==> src/fpms_pkg.sv <==
// Shared constants, types and register map of the front panel mode sequencer
package fpms_pkg;

  // Mode selector positions, in stepping order
  typedef enum logic [2:0] {mode_off, standby_mode, mode_arq, mode_fec, mode_sel, receive_only_watch_mode} fpms_mode_t;
  // Mode seen by the detector of the protocol engine
  typedef enum logic [1:0] {det_none, det_arq, det_fec, det_sel} fpms_det_t;
  typedef enum logic {receiving_station_role, sending_station_role} fpms_role_t;

  typedef struct packed {
    logic step;
    logic reinit;
    logic send;
    logic over;
    logic finish;
  } fpms_sw_t;

  typedef struct packed {
    logic off;
    logic standby;
    logic arq;
    logic fec;
    logic sel;
    logic watch;
  } fpms_lamps_t;

  typedef struct packed {
    logic start;
    logic turn;
    logic finish;
    logic clear;
  } fpms_cmd_t;

  // Register byte offsets
  localparam logic [11:0] FPMS_CMD_OFS    = 12'h000;
  localparam logic [11:0] FPMS_DEFMODE_OFS = 12'h004;
  localparam logic [11:0] FPMS_STATUS_OFS = 12'h008;

  // Command register bits (write one to act)
  localparam int FPMS_CMD_STEP   = 0;
  localparam int FPMS_CMD_SEND   = 1;
  localparam int FPMS_CMD_OVER   = 2;
  localparam int FPMS_CMD_FINISH = 3;
  localparam int FPMS_CMD_REINIT = 4;

  localparam fpms_mode_t FPMS_DEFMODE_RST = standby_mode;
  localparam logic [1:0] FPMS_RESP_OKAY   = 2'h0;
  localparam logic [1:0] FPMS_RESP_SLVERR = 2'h2;

  // Timing
  localparam int FPMS_CLK_KHZ   = 20000;
  localparam int FPMS_BURST_MS  = 210;
  localparam int FPMS_CTRL_MS   = 70;
  localparam int FPMS_CYCLE_MS  = 450;
  localparam int FPMS_RESP_MS   = 240;
  localparam int FPMS_TONE_MS   = 50;
  localparam int FPMS_BURST_CYC = FPMS_BURST_MS * FPMS_CLK_KHZ;
  localparam int FPMS_CTRL_CYC  = FPMS_CTRL_MS * FPMS_CLK_KHZ;
  localparam int FPMS_CYCLE_CYC = FPMS_CYCLE_MS * FPMS_CLK_KHZ;
  localparam int FPMS_RESP_CYC  = FPMS_RESP_MS * FPMS_CLK_KHZ;
  localparam int FPMS_TONE_CYC  = FPMS_TONE_MS * FPMS_CLK_KHZ;

endpackage

==> src/fpms_sequencer.sv <==
// Front panel mode sequencer with AXI4-Lite register access
// Function
// RULE1: Each mode press steps off, standby, ARQ, FEC, selective FEC, monitor once.
// RULE2: A press in monitor wraps the selector back to off.
// RULE3: Every front panel switch press sounds a short tone.
// RULE4: Off disables protocol logic; modem and terminal data pass straight through.
// RULE5: Standby jumps to a detected mode, lighting standby plus that mode lamp.
// RULE6: ARQ entered by call lights ARQ and standby; local ARQ lights only ARQ.
// RULE7: FEC reception lights FEC and standby; FEC transmission lights FEC only.
// RULE8: Selective lights selective and FEC; standby added only on automatic reception.
// RULE9: Monitor never transmits and adds the received mode lamp to monitor.
// RULE10: Reset switch reinitializes logic, clears buffers, loads programmed default mode.
// RULE11: Send starts transmission in the currently selected mode.
// RULE12: Over during ARQ swaps sending and receiving station roles.
// RULE13: End requests the end-of-transmission sequence of the current mode.
// RULE14: FEC and selective sending key continuously; ARQ sending keys 47 percent bursts.
// RULE15: ARQ sending burst 210 ms, receiving answer 70 ms, cycle 450 ms.
`timescale 1ns/1ps
module fpms_sequencer #(
  parameter int BURST_CYC = fpms_pkg::FPMS_BURST_CYC,
  parameter int CTRL_CYC  = fpms_pkg::FPMS_CTRL_CYC,
  parameter int CYCLE_CYC = fpms_pkg::FPMS_CYCLE_CYC,
  parameter int RESP_CYC  = fpms_pkg::FPMS_RESP_CYC,
  parameter int TONE_CYC  = fpms_pkg::FPMS_TONE_CYC
) (
  input  wire logic               aclk,
  input  wire logic               aresetn,
  input  wire logic [11:0]        s_axi_awaddr,
  input  wire logic               s_axi_awvalid,
  output logic                    s_axi_awready,
  input  wire logic [31:0]        s_axi_wdata,
  input  wire logic [3:0]         s_axi_wstrb,
  input  wire logic               s_axi_wvalid,
  output logic                    s_axi_wready,
  output logic [1:0]              s_axi_bresp,
  output logic                    s_axi_bvalid,
  input  wire logic               s_axi_bready,
  input  wire logic [11:0]        s_axi_araddr,
  input  wire logic               s_axi_arvalid,
  output logic                    s_axi_arready,
  output logic [31:0]             s_axi_rdata,
  output logic [1:0]              s_axi_rresp,
  output logic                    s_axi_rvalid,
  input  wire logic               s_axi_rready,
  input  wire fpms_pkg::fpms_sw_t sw_pins,
  input  wire fpms_pkg::fpms_det_t det_mode,
  input  wire logic               det_valid,
  input  wire logic               eng_end_done,
  input  wire logic               modem_rxd_pin,
  input  wire logic               term_txd_pin,
  input  wire logic               eng_term_data,
  input  wire logic               eng_modem_data,
  output fpms_pkg::fpms_lamps_t   lamps,
  output fpms_pkg::fpms_cmd_t     eng_cmd,
  output logic                    protocol_en,
  output logic                    tone,
  output logic                    ptt,
  output logic                    term_rxd,
  output logic                    modem_txd
);

  fpms_pkg::fpms_sw_t    sw_s1_q;
  fpms_pkg::fpms_sw_t    sw_s2_q;
  fpms_pkg::fpms_sw_t    sw_s3_q;
  fpms_pkg::fpms_sw_t    press;
  logic [1:0]            dat_s1_q;
  logic [1:0]            dat_s2_q;
  fpms_pkg::fpms_mode_t  mode_q;
  fpms_pkg::fpms_mode_t  defmode_q;
  fpms_pkg::fpms_det_t   watch_det_q;
  fpms_pkg::fpms_role_t  role_q;
  logic                  auto_q;
  logic                  tx_q;
  logic [23:0]           tone_cnt_q;
  logic [23:0]           burst_cnt_q;
  logic                  aw_q;
  logic                  w_q;
  logic [11:0]           awaddr_q;
  logic [31:0]           wdata_q;
  logic [3:0]            wstrb_q;
  logic                  do_write;
  logic                  cmd_wr;
  logic                  step;
  logic                  send;
  logic                  over;
  logic                  finish;
  logic                  reinit;
  logic                  arq_active;
  logic                  ptt_d;
  fpms_pkg::fpms_lamps_t lamps_d;

  // Next selector position, monitor wraps to off
  function automatic fpms_pkg::fpms_mode_t next_mode(input fpms_pkg::fpms_mode_t m);
    if (m == fpms_pkg::receive_only_watch_mode)
      return fpms_pkg::mode_off; // RULE2
    return fpms_pkg::fpms_mode_t'(m + 3'h1); // RULE1
  endfunction

  // Mode selected by a detected signal type
  function automatic fpms_pkg::fpms_mode_t det_to_mode(input fpms_pkg::fpms_det_t d);
    case (d)
      fpms_pkg::det_arq: return fpms_pkg::mode_arq;
      fpms_pkg::det_fec: return fpms_pkg::mode_fec;
      default:           return fpms_pkg::mode_sel;
    endcase
  endfunction

  // Switch and data pin synchronisers
  always_ff @(posedge aclk)
  begin
    sw_s1_q  <= sw_pins;
    sw_s2_q  <= sw_s1_q;
    dat_s1_q <= {modem_rxd_pin, term_txd_pin};
    dat_s2_q <= dat_s1_q;
    if (!aresetn)
      sw_s3_q <= '0;
    else
      sw_s3_q <= sw_s2_q;
  end

  assign press = sw_s2_q & ~sw_s3_q;

  // AXI write channel capture
  assign s_axi_awready = !aw_q && !s_axi_bvalid;
  assign s_axi_wready  = !w_q && !s_axi_bvalid;
  assign do_write      = aw_q && w_q && !s_axi_bvalid;

  always_ff @(posedge aclk)
  begin
    if (!aresetn)
    begin
      aw_q     <= 1'b0;
      w_q      <= 1'b0;
      awaddr_q <= 12'h000;
      wdata_q  <= 32'h00000000;
      wstrb_q  <= 4'h0;
    end
    else
    begin
      if (s_axi_awvalid && s_axi_awready)
      begin
        aw_q     <= 1'b1;
        awaddr_q <= s_axi_awaddr;
      end
      if (s_axi_wvalid && s_axi_wready)
      begin
        w_q     <= 1'b1;
        wdata_q <= s_axi_wdata;
        wstrb_q <= s_axi_wstrb;
      end
      if (do_write)
      begin
        aw_q <= 1'b0;
        w_q  <= 1'b0;
      end
    end
  end

  // Write response
  always_ff @(posedge aclk)
  begin
    if (!aresetn)
    begin
      s_axi_bvalid <= 1'b0;
      s_axi_bresp  <= fpms_pkg::FPMS_RESP_OKAY;
    end
    else if (do_write)
    begin
      s_axi_bvalid <= 1'b1;
      case ({awaddr_q[11:2], 2'h0})
        fpms_pkg::FPMS_CMD_OFS, fpms_pkg::FPMS_DEFMODE_OFS, fpms_pkg::FPMS_STATUS_OFS:
          s_axi_bresp <= fpms_pkg::FPMS_RESP_OKAY;
        default:
          s_axi_bresp <= fpms_pkg::FPMS_RESP_SLVERR;
      endcase
    end
    else if (s_axi_bready)
      s_axi_bvalid <= 1'b0;
  end

  assign cmd_wr = do_write && wstrb_q[0] && ({awaddr_q[11:2], 2'h0} == fpms_pkg::FPMS_CMD_OFS);

  // Programmed default mode, kept across the reset switch
  always_ff @(posedge aclk)
  begin
    if (!aresetn)
      defmode_q <= fpms_pkg::FPMS_DEFMODE_RST;
    else if (do_write && wstrb_q[0] && ({awaddr_q[11:2], 2'h0} == fpms_pkg::FPMS_DEFMODE_OFS)
             && wdata_q[2:0] <= 3'(fpms_pkg::receive_only_watch_mode))
      defmode_q <= fpms_pkg::fpms_mode_t'(wdata_q[2:0]);
  end

  // Read channel
  assign s_axi_arready = !s_axi_rvalid;

  always_ff @(posedge aclk)
  begin
    if (!aresetn)
    begin
      s_axi_rvalid <= 1'b0;
      s_axi_rdata  <= 32'h00000000;
      s_axi_rresp  <= fpms_pkg::FPMS_RESP_OKAY;
    end
    else if (s_axi_arvalid && s_axi_arready)
    begin
      s_axi_rvalid <= 1'b1;
      s_axi_rresp  <= fpms_pkg::FPMS_RESP_OKAY;
      case ({s_axi_araddr[11:2], 2'h0})
        fpms_pkg::FPMS_CMD_OFS:     s_axi_rdata <= 32'h00000000;
        fpms_pkg::FPMS_DEFMODE_OFS: s_axi_rdata <= {29'h0, defmode_q};
        fpms_pkg::FPMS_STATUS_OFS:
          s_axi_rdata <= {21'h0, ptt, tone, role_q, tx_q, auto_q, watch_det_q, 1'b0, mode_q};
        default:
        begin
          s_axi_rdata <= 32'h00000000;
          s_axi_rresp <= fpms_pkg::FPMS_RESP_SLVERR;
        end
      endcase
    end
    else if (s_axi_rready)
      s_axi_rvalid <= 1'b0;
  end

  // Commands from switches or the command register
  assign step   = press.step || (cmd_wr && wdata_q[fpms_pkg::FPMS_CMD_STEP]);
  assign send   = press.send || (cmd_wr && wdata_q[fpms_pkg::FPMS_CMD_SEND]);
  assign over   = press.over || (cmd_wr && wdata_q[fpms_pkg::FPMS_CMD_OVER]);
  assign finish = press.finish || (cmd_wr && wdata_q[fpms_pkg::FPMS_CMD_FINISH]);
  assign reinit = press.reinit || (cmd_wr && wdata_q[fpms_pkg::FPMS_CMD_REINIT]);

  // Mode selector, automatic entry, transmit and role state
  always_ff @(posedge aclk)
  begin
    if (!aresetn)
    begin
      mode_q      <= fpms_pkg::FPMS_DEFMODE_RST;
      auto_q      <= 1'b0;
      tx_q        <= 1'b0;
      role_q      <= fpms_pkg::receiving_station_role;
      watch_det_q <= fpms_pkg::det_none;
    end
    else if (reinit)
    begin
      mode_q      <= defmode_q; // RULE10
      auto_q      <= 1'b0;
      tx_q        <= 1'b0;
      role_q      <= fpms_pkg::receiving_station_role;
      watch_det_q <= fpms_pkg::det_none;
    end
    else if (step)
    begin
      mode_q      <= next_mode(mode_q); // RULE1
      auto_q      <= 1'b0;
      tx_q        <= 1'b0;
      role_q      <= fpms_pkg::receiving_station_role;
      watch_det_q <= fpms_pkg::det_none;
    end
    else
    begin
      case (mode_q)
        fpms_pkg::standby_mode:
          if (det_valid && det_mode != fpms_pkg::det_none)
          begin
            mode_q <= det_to_mode(det_mode); // RULE5
            auto_q <= 1'b1;
            role_q <= fpms_pkg::receiving_station_role;
          end
        fpms_pkg::receive_only_watch_mode:
          if (det_valid)
            watch_det_q <= det_mode; // RULE9
        fpms_pkg::mode_arq, fpms_pkg::mode_fec, fpms_pkg::mode_sel:
        begin
          if (send && !auto_q)
          begin
            tx_q <= 1'b1; // RULE11
            if (mode_q == fpms_pkg::mode_arq)
              role_q <= fpms_pkg::sending_station_role;
          end
          else if (over && mode_q == fpms_pkg::mode_arq && (tx_q || auto_q))
            role_q <= (role_q == fpms_pkg::sending_station_role) ? // RULE12
                      fpms_pkg::receiving_station_role : fpms_pkg::sending_station_role;
          if (eng_end_done)
          begin
            tx_q   <= 1'b0;
            role_q <= fpms_pkg::receiving_station_role;
            if (auto_q)
            begin
              mode_q <= fpms_pkg::standby_mode;
              auto_q <= 1'b0;
            end
          end
        end
        default:
          auto_q <= 1'b0;
      endcase
    end
  end

  // Engine command pulses
  always_ff @(posedge aclk)
  begin
    if (!aresetn)
      eng_cmd <= '0;
    else
    begin
      eng_cmd.clear  <= reinit; // RULE10
      eng_cmd.start  <= send && !reinit && !step && !auto_q
                        && (mode_q == fpms_pkg::mode_arq || mode_q == fpms_pkg::mode_fec
                            || mode_q == fpms_pkg::mode_sel); // RULE11
      eng_cmd.turn   <= over && !reinit && !step && mode_q == fpms_pkg::mode_arq && (tx_q || auto_q); // RULE12
      eng_cmd.finish <= finish && !reinit && !step && mode_q != fpms_pkg::mode_off
                        && mode_q != fpms_pkg::receive_only_watch_mode; // RULE13
    end
  end

  // Key tone on any switch press
  always_ff @(posedge aclk)
  begin
    if (!aresetn)
      tone_cnt_q <= 24'h000000;
    else if (press != '0)
      tone_cnt_q <= 24'(TONE_CYC); // RULE3
    else if (tone_cnt_q != 24'h000000)
      tone_cnt_q <= tone_cnt_q - 24'h000001;
  end

  // ARQ burst cycle timer
  assign arq_active = mode_q == fpms_pkg::mode_arq && (tx_q || auto_q);

  always_ff @(posedge aclk)
  begin
    if (!aresetn || !arq_active || reinit || step)
      burst_cnt_q <= 24'h000000;
    else if (burst_cnt_q == 24'(CYCLE_CYC - 1))
      burst_cnt_q <= 24'h000000; // RULE15
    else
      burst_cnt_q <= burst_cnt_q + 24'h000001;
  end

  // Transmitter keying
  always_comb
  begin
    ptt_d = 1'b0;
    if ((mode_q == fpms_pkg::mode_fec || mode_q == fpms_pkg::mode_sel) && tx_q)
      ptt_d = 1'b1; // RULE14
    else if (arq_active && role_q == fpms_pkg::sending_station_role)
      ptt_d = burst_cnt_q < 24'(BURST_CYC); // RULE14
    else if (arq_active)
      ptt_d = burst_cnt_q >= 24'(RESP_CYC) && burst_cnt_q < 24'(RESP_CYC + CTRL_CYC); // RULE15
  end

  // Mode lamps
  always_comb
  begin
    lamps_d       = '0;
    lamps_d.off   = mode_q == fpms_pkg::mode_off;
    lamps_d.arq   = mode_q == fpms_pkg::mode_arq; // RULE6
    lamps_d.fec   = mode_q == fpms_pkg::mode_fec || mode_q == fpms_pkg::mode_sel; // RULE7
    lamps_d.sel   = mode_q == fpms_pkg::mode_sel; // RULE8
    lamps_d.watch = mode_q == fpms_pkg::receive_only_watch_mode;
    lamps_d.standby = mode_q == fpms_pkg::standby_mode || (auto_q && !tx_q); // RULE5
    if (mode_q == fpms_pkg::receive_only_watch_mode)
    begin
      lamps_d.arq = watch_det_q == fpms_pkg::det_arq; // RULE9
      lamps_d.fec = watch_det_q == fpms_pkg::det_fec || watch_det_q == fpms_pkg::det_sel;
      lamps_d.sel = watch_det_q == fpms_pkg::det_sel;
    end
  end

  // Registered outputs and data path
  always_ff @(posedge aclk)
  begin
    if (!aresetn)
    begin
      lamps       <= '0;
      ptt         <= 1'b0;
      tone        <= 1'b0;
      protocol_en <= 1'b0;
      term_rxd    <= 1'b1;
      modem_txd   <= 1'b1;
    end
    else
    begin
      lamps       <= lamps_d;
      ptt         <= ptt_d && !reinit && !step; // RULE9
      tone        <= tone_cnt_q != 24'h000000;
      protocol_en <= mode_q != fpms_pkg::mode_off; // RULE4
      term_rxd    <= (mode_q == fpms_pkg::mode_off) ? dat_s2_q[1] : eng_term_data; // RULE4
      modem_txd   <= (mode_q == fpms_pkg::mode_off) ? dat_s2_q[0] : eng_modem_data; // RULE4
    end
  end

endmodule

==> config.mk <==
export PLATFORM = sky130hd
export DESIGN_NAME = fpms_sequencer
export DESIGN_NICKNAME = d
export VERILOG_FILES = /design/src/fpms_pkg.sv /design/src/fpms_sequencer.sv
export SDC_FILE = /design/constraint.sdc
export NUM_CORES = 1
export LEC_CHECK = 0
export ABC_AREA = 1
export BUFFER_PORTS_ARGS = -buffer_cell sky130_fd_sc_hd__clkbuf_2
export CAP_MARGIN = 10
export CORE_ASPECT_RATIO = 0.9
export CORE_MARGIN = 2
export CORE_UTILIZATION = 58
export DETAILED_ROUTE_END_ITERATION = 8
export PLACE_DENSITY = 0.85
export RECOVER_POWER = 50
export SYNTH_ARGS = -nofsm -noshare
export SYNTH_HDL_FRONTEND = slang
export SYNTH_SLANG_ARGS = --single-unit
==> constraint.sdc <==
create_clock -name aclk -period 2.7 [get_ports aclk]
set_input_delay 0 -clock aclk [delete_from_list [all_inputs] [get_ports aclk]]
set_output_delay 0 -clock aclk [all_outputs]
set_load 0.03 [all_outputs]
==> run metrics <==
synth-to-layout area growth=24.1%; overall via count from detail_route=5,611; count of pins over their slew limit=0; area of the core=0.00974 mm^2; synthesized netlist cell count=821; die area=0.0109 mm^2; post-route cell area=0.00727 mm^2; starting DRC count in detailed routing=445; CP Launch Point=aresetn; clock buffer depth=2; overall overflow remaining after global route=0; die height=99.3 um; antenna viol nets, final=0; Num CTS Buffers=17; first-pass detailed-route iteration total=7; vias in the first global route=5,316; Final Setup Violations=0; core occupancy in the finished layout=0.746; hold path depth=3; upper clock frequency limit=0.399 GHz; leak pwr=3.20 nW; Final Hold Violating Endpoints=0; Post-CTS Repair Setup Buffers=0; Routed WL per cell=13.3 um; crit path capture type=flip-flop; Reg-to-Reg Start=mode_q[1]$_SDFFE_PN0P_; setup skew after layout=13.3 ps; clock tree from TritonCTS=done; largest net degree at the start of global routing=33; non-filler instance count after layout=1,089; HPWL after detailed placement=9100 um; area taken by multi-input logic gates=0.00276 mm^2; number of cells upsized or downsized after cts=0; # DRC=0; number of flip-flops and latches in the synthesized netlist=125; final worst path period need=2510 ps; fraction of final layout cells sized beyond drive strength 1=0.111; highest metal layer with signal wires=met4; number of cells on the critical path=6; Largest delay share family, worst path=buffers and inverters; initial antenna violation count=0; count of flip-flops with a built-in enable after synthesis=0; H-tree lvl count=4; Setup crit start kind=input pin; placed cell count=1,011; YS warnings=0; fillcell total=697; Cell variety after synth=41; io pins=136; fraction of the yosys area taken by sequential cells=0.427; Port Buffer Count=77; critical path peak fanout=32; sink count of the clock tree=125; result of the run=finished, final reports clean; TNS Setup=0 ps; Final Net Count=1,035; number of max-cap violations=0; cell area after placement=0.00625 mm^2; Rows=34; class of the worst hold path=input pin to flip-flop; top cells by area, synth=dfxtp_1 (43%), nor2_1 (9.6%), nand2_1 (9.0%), inv_1 (7.1%), nand3_1 (4.7%); syn_area_per_cell=7.13 um^2; Register Area=0.00250 mm^2; Met2 Wirelength=6980 um; Worst slew margin=0.0703; final routed wirelength across all metal layers=14,500 um; PwrDens=688 mW/mm^2; Starting Density=0.601; cell type with the largest total area after synthesis=dfxtp_1; Critical path buffers and inverters=4; setup repair after global routing missed its margin=false; sum of routed wire segments on met1=6270 um; list of cells traversed by the critical path=dlygate4sd3_1 > clkbuf_1 > clkbuf_1 > o21ai_0 > a21oi_1 > dlygate4sd3_1; commonest register cell after synthesis=dfxtp_1; hold wc startpoint=s_axi_awvalid; Syn Std Cell Area=0.00585 mm^2; Worst R2R Path Depth=7; cell type of the slowest stage on the worst timing path=clkbuf_1; routed wl met3=868 um; global-route wire length before repair=23,800 um; period utilization=0.929; clock slew at reported path FFs=60 ps; hold buffer count at cts=46; clk root buf=clkbuf_8; total global routing track utilization=0.279; pin slew with the least headroom to its limit=1390 ps; ys async rst share=0; CP peak stage delay=1060 ps; top-area cell type share of the netlist area=0.427; Max rail drop VDD=665 uV; clock latency on the worst-skew pair=530 ps; GP Congestion=0.924; data required time at the worst endpoint=3170 ps; die span in x=110 um; post-detailed-route via-to-cell ratio=5.15; classification of the worst setup path=input pin to flip-flop; number of inserted diodes=0; arrival time reported for the critical path endpoint=2980 ps
tightest hold or removal path, delay by kind of cell:
kind / cells / cell delay [ps]
buffers and inverters: 1 / 80
and+or+nand+nor: 1 / 300
AOI/OAI and AO/OA: 1 / 130
where the power goes:
part	switching, W	total [W]	internal (W)
logic	0.000463	0.000691	0.000228
registers	0.0000688	0.00201	0.00194
clock network	0.000885	0.00230	0.00142
total	0.00142	0.00500	0.00358
synth_stat cells (8+ instances only):
library cell,n
nor3_1,20
a21oi_1,48
inv_1,111
nor2_1,149
o21ai_0,34
xor2_1,22
xnor2_1,11
dfxtp_1,125
buf_4,24
clkbuf_1,8
nand2_1,141
nand4_1,14
nand3_1,55
through the flow:
step	setup slack, ps	hold WS [ps]	power (W)
finish	191	30.4	0.00500
global route	111	81.4	0.00520
CTS	337	4.68	0.00500
detailed placement	698	104	0.00266
global placement	749	103	0.00265
floorplan	994	27.7	0.00253
final timing paths:
kind                                                    end  slack (ps)
worst max-delay path                wdata_q[4]$_SDFFE_PN0P_         190
worst min-delay path                      aw_q$_SDFFE_PP0P_          30
worst max register to register  watch_det_q[1]$_SDFFE_PP0P_         260
worst min register to register           sw_s2_q[1]$_DFF_P_         320
flip-flops by register name (all words and copies together), names as in the netlist, 2 cells and up:
signal	count
burst_cnt_q	24
tone_cnt_q	24
awaddr_q	10
s_axi_rdata	10
lamps	6
sw_s1_q	5
sw_s2_q	5
sw_s3_q	5
wdata_q	5
eng_cmd	4
defmode_q	3
mode_q	3
dat_s1_q	2
dat_s2_q	2
watch_det_q	2
logic make-up after synthesis:
logic type	share of synthesized area
xor gates and xnor gates	0.0494
and+or+nand+nor	0.310
other	0.000641
DFF	0.427
AOI/OAI and AO/OA	0.0855
buffers and inverters	0.116
adders and majority gates	0.0107
layout make-up:
class	instances	area share
Clock buffer	17	0.0570
Clock inverter	15	0.0258
Inverter	115	0.0594
Multi-Input combinational cell	566	0.379
Sequential cell	125	0.344
Tap cell	126	0.0217
Timing Repair Buffer	125	0.112
per-layer routing:
metal	vias to the layer above	track usage
li1	2805	-
met1	2556	0.344
met2	209	0.461
met3	41	0.0662
met4	0	0.126
met5	-	0
cell usage in the layout (no fill, tap or decap), types with 4 or more instances in the layout:
cell type,synthesis,final
conb_1,1,24
nand4_1,14,14
nand2_1,141,141
nor2_2,5,5
o21ai_0,34,34
clkbuf_1,8,33
nor2_1,149,149
nor3_1,20,20
clkbuf_2,1,45
nand3_1,55,55
clkinv_4,0,5
dfxtp_1,125,125
or2_2,4,4
a21oi_1,48,48
clkbuf_16,0,16
xnor2_1,11,11
nand2_2,4,4
ha_1,5,5
dlygate4sd3_1,0,46
inv_1,111,112
nor2_4,5,5
xor2_1,22,22
Note: power is estimated with default switching activity, not from simulation.
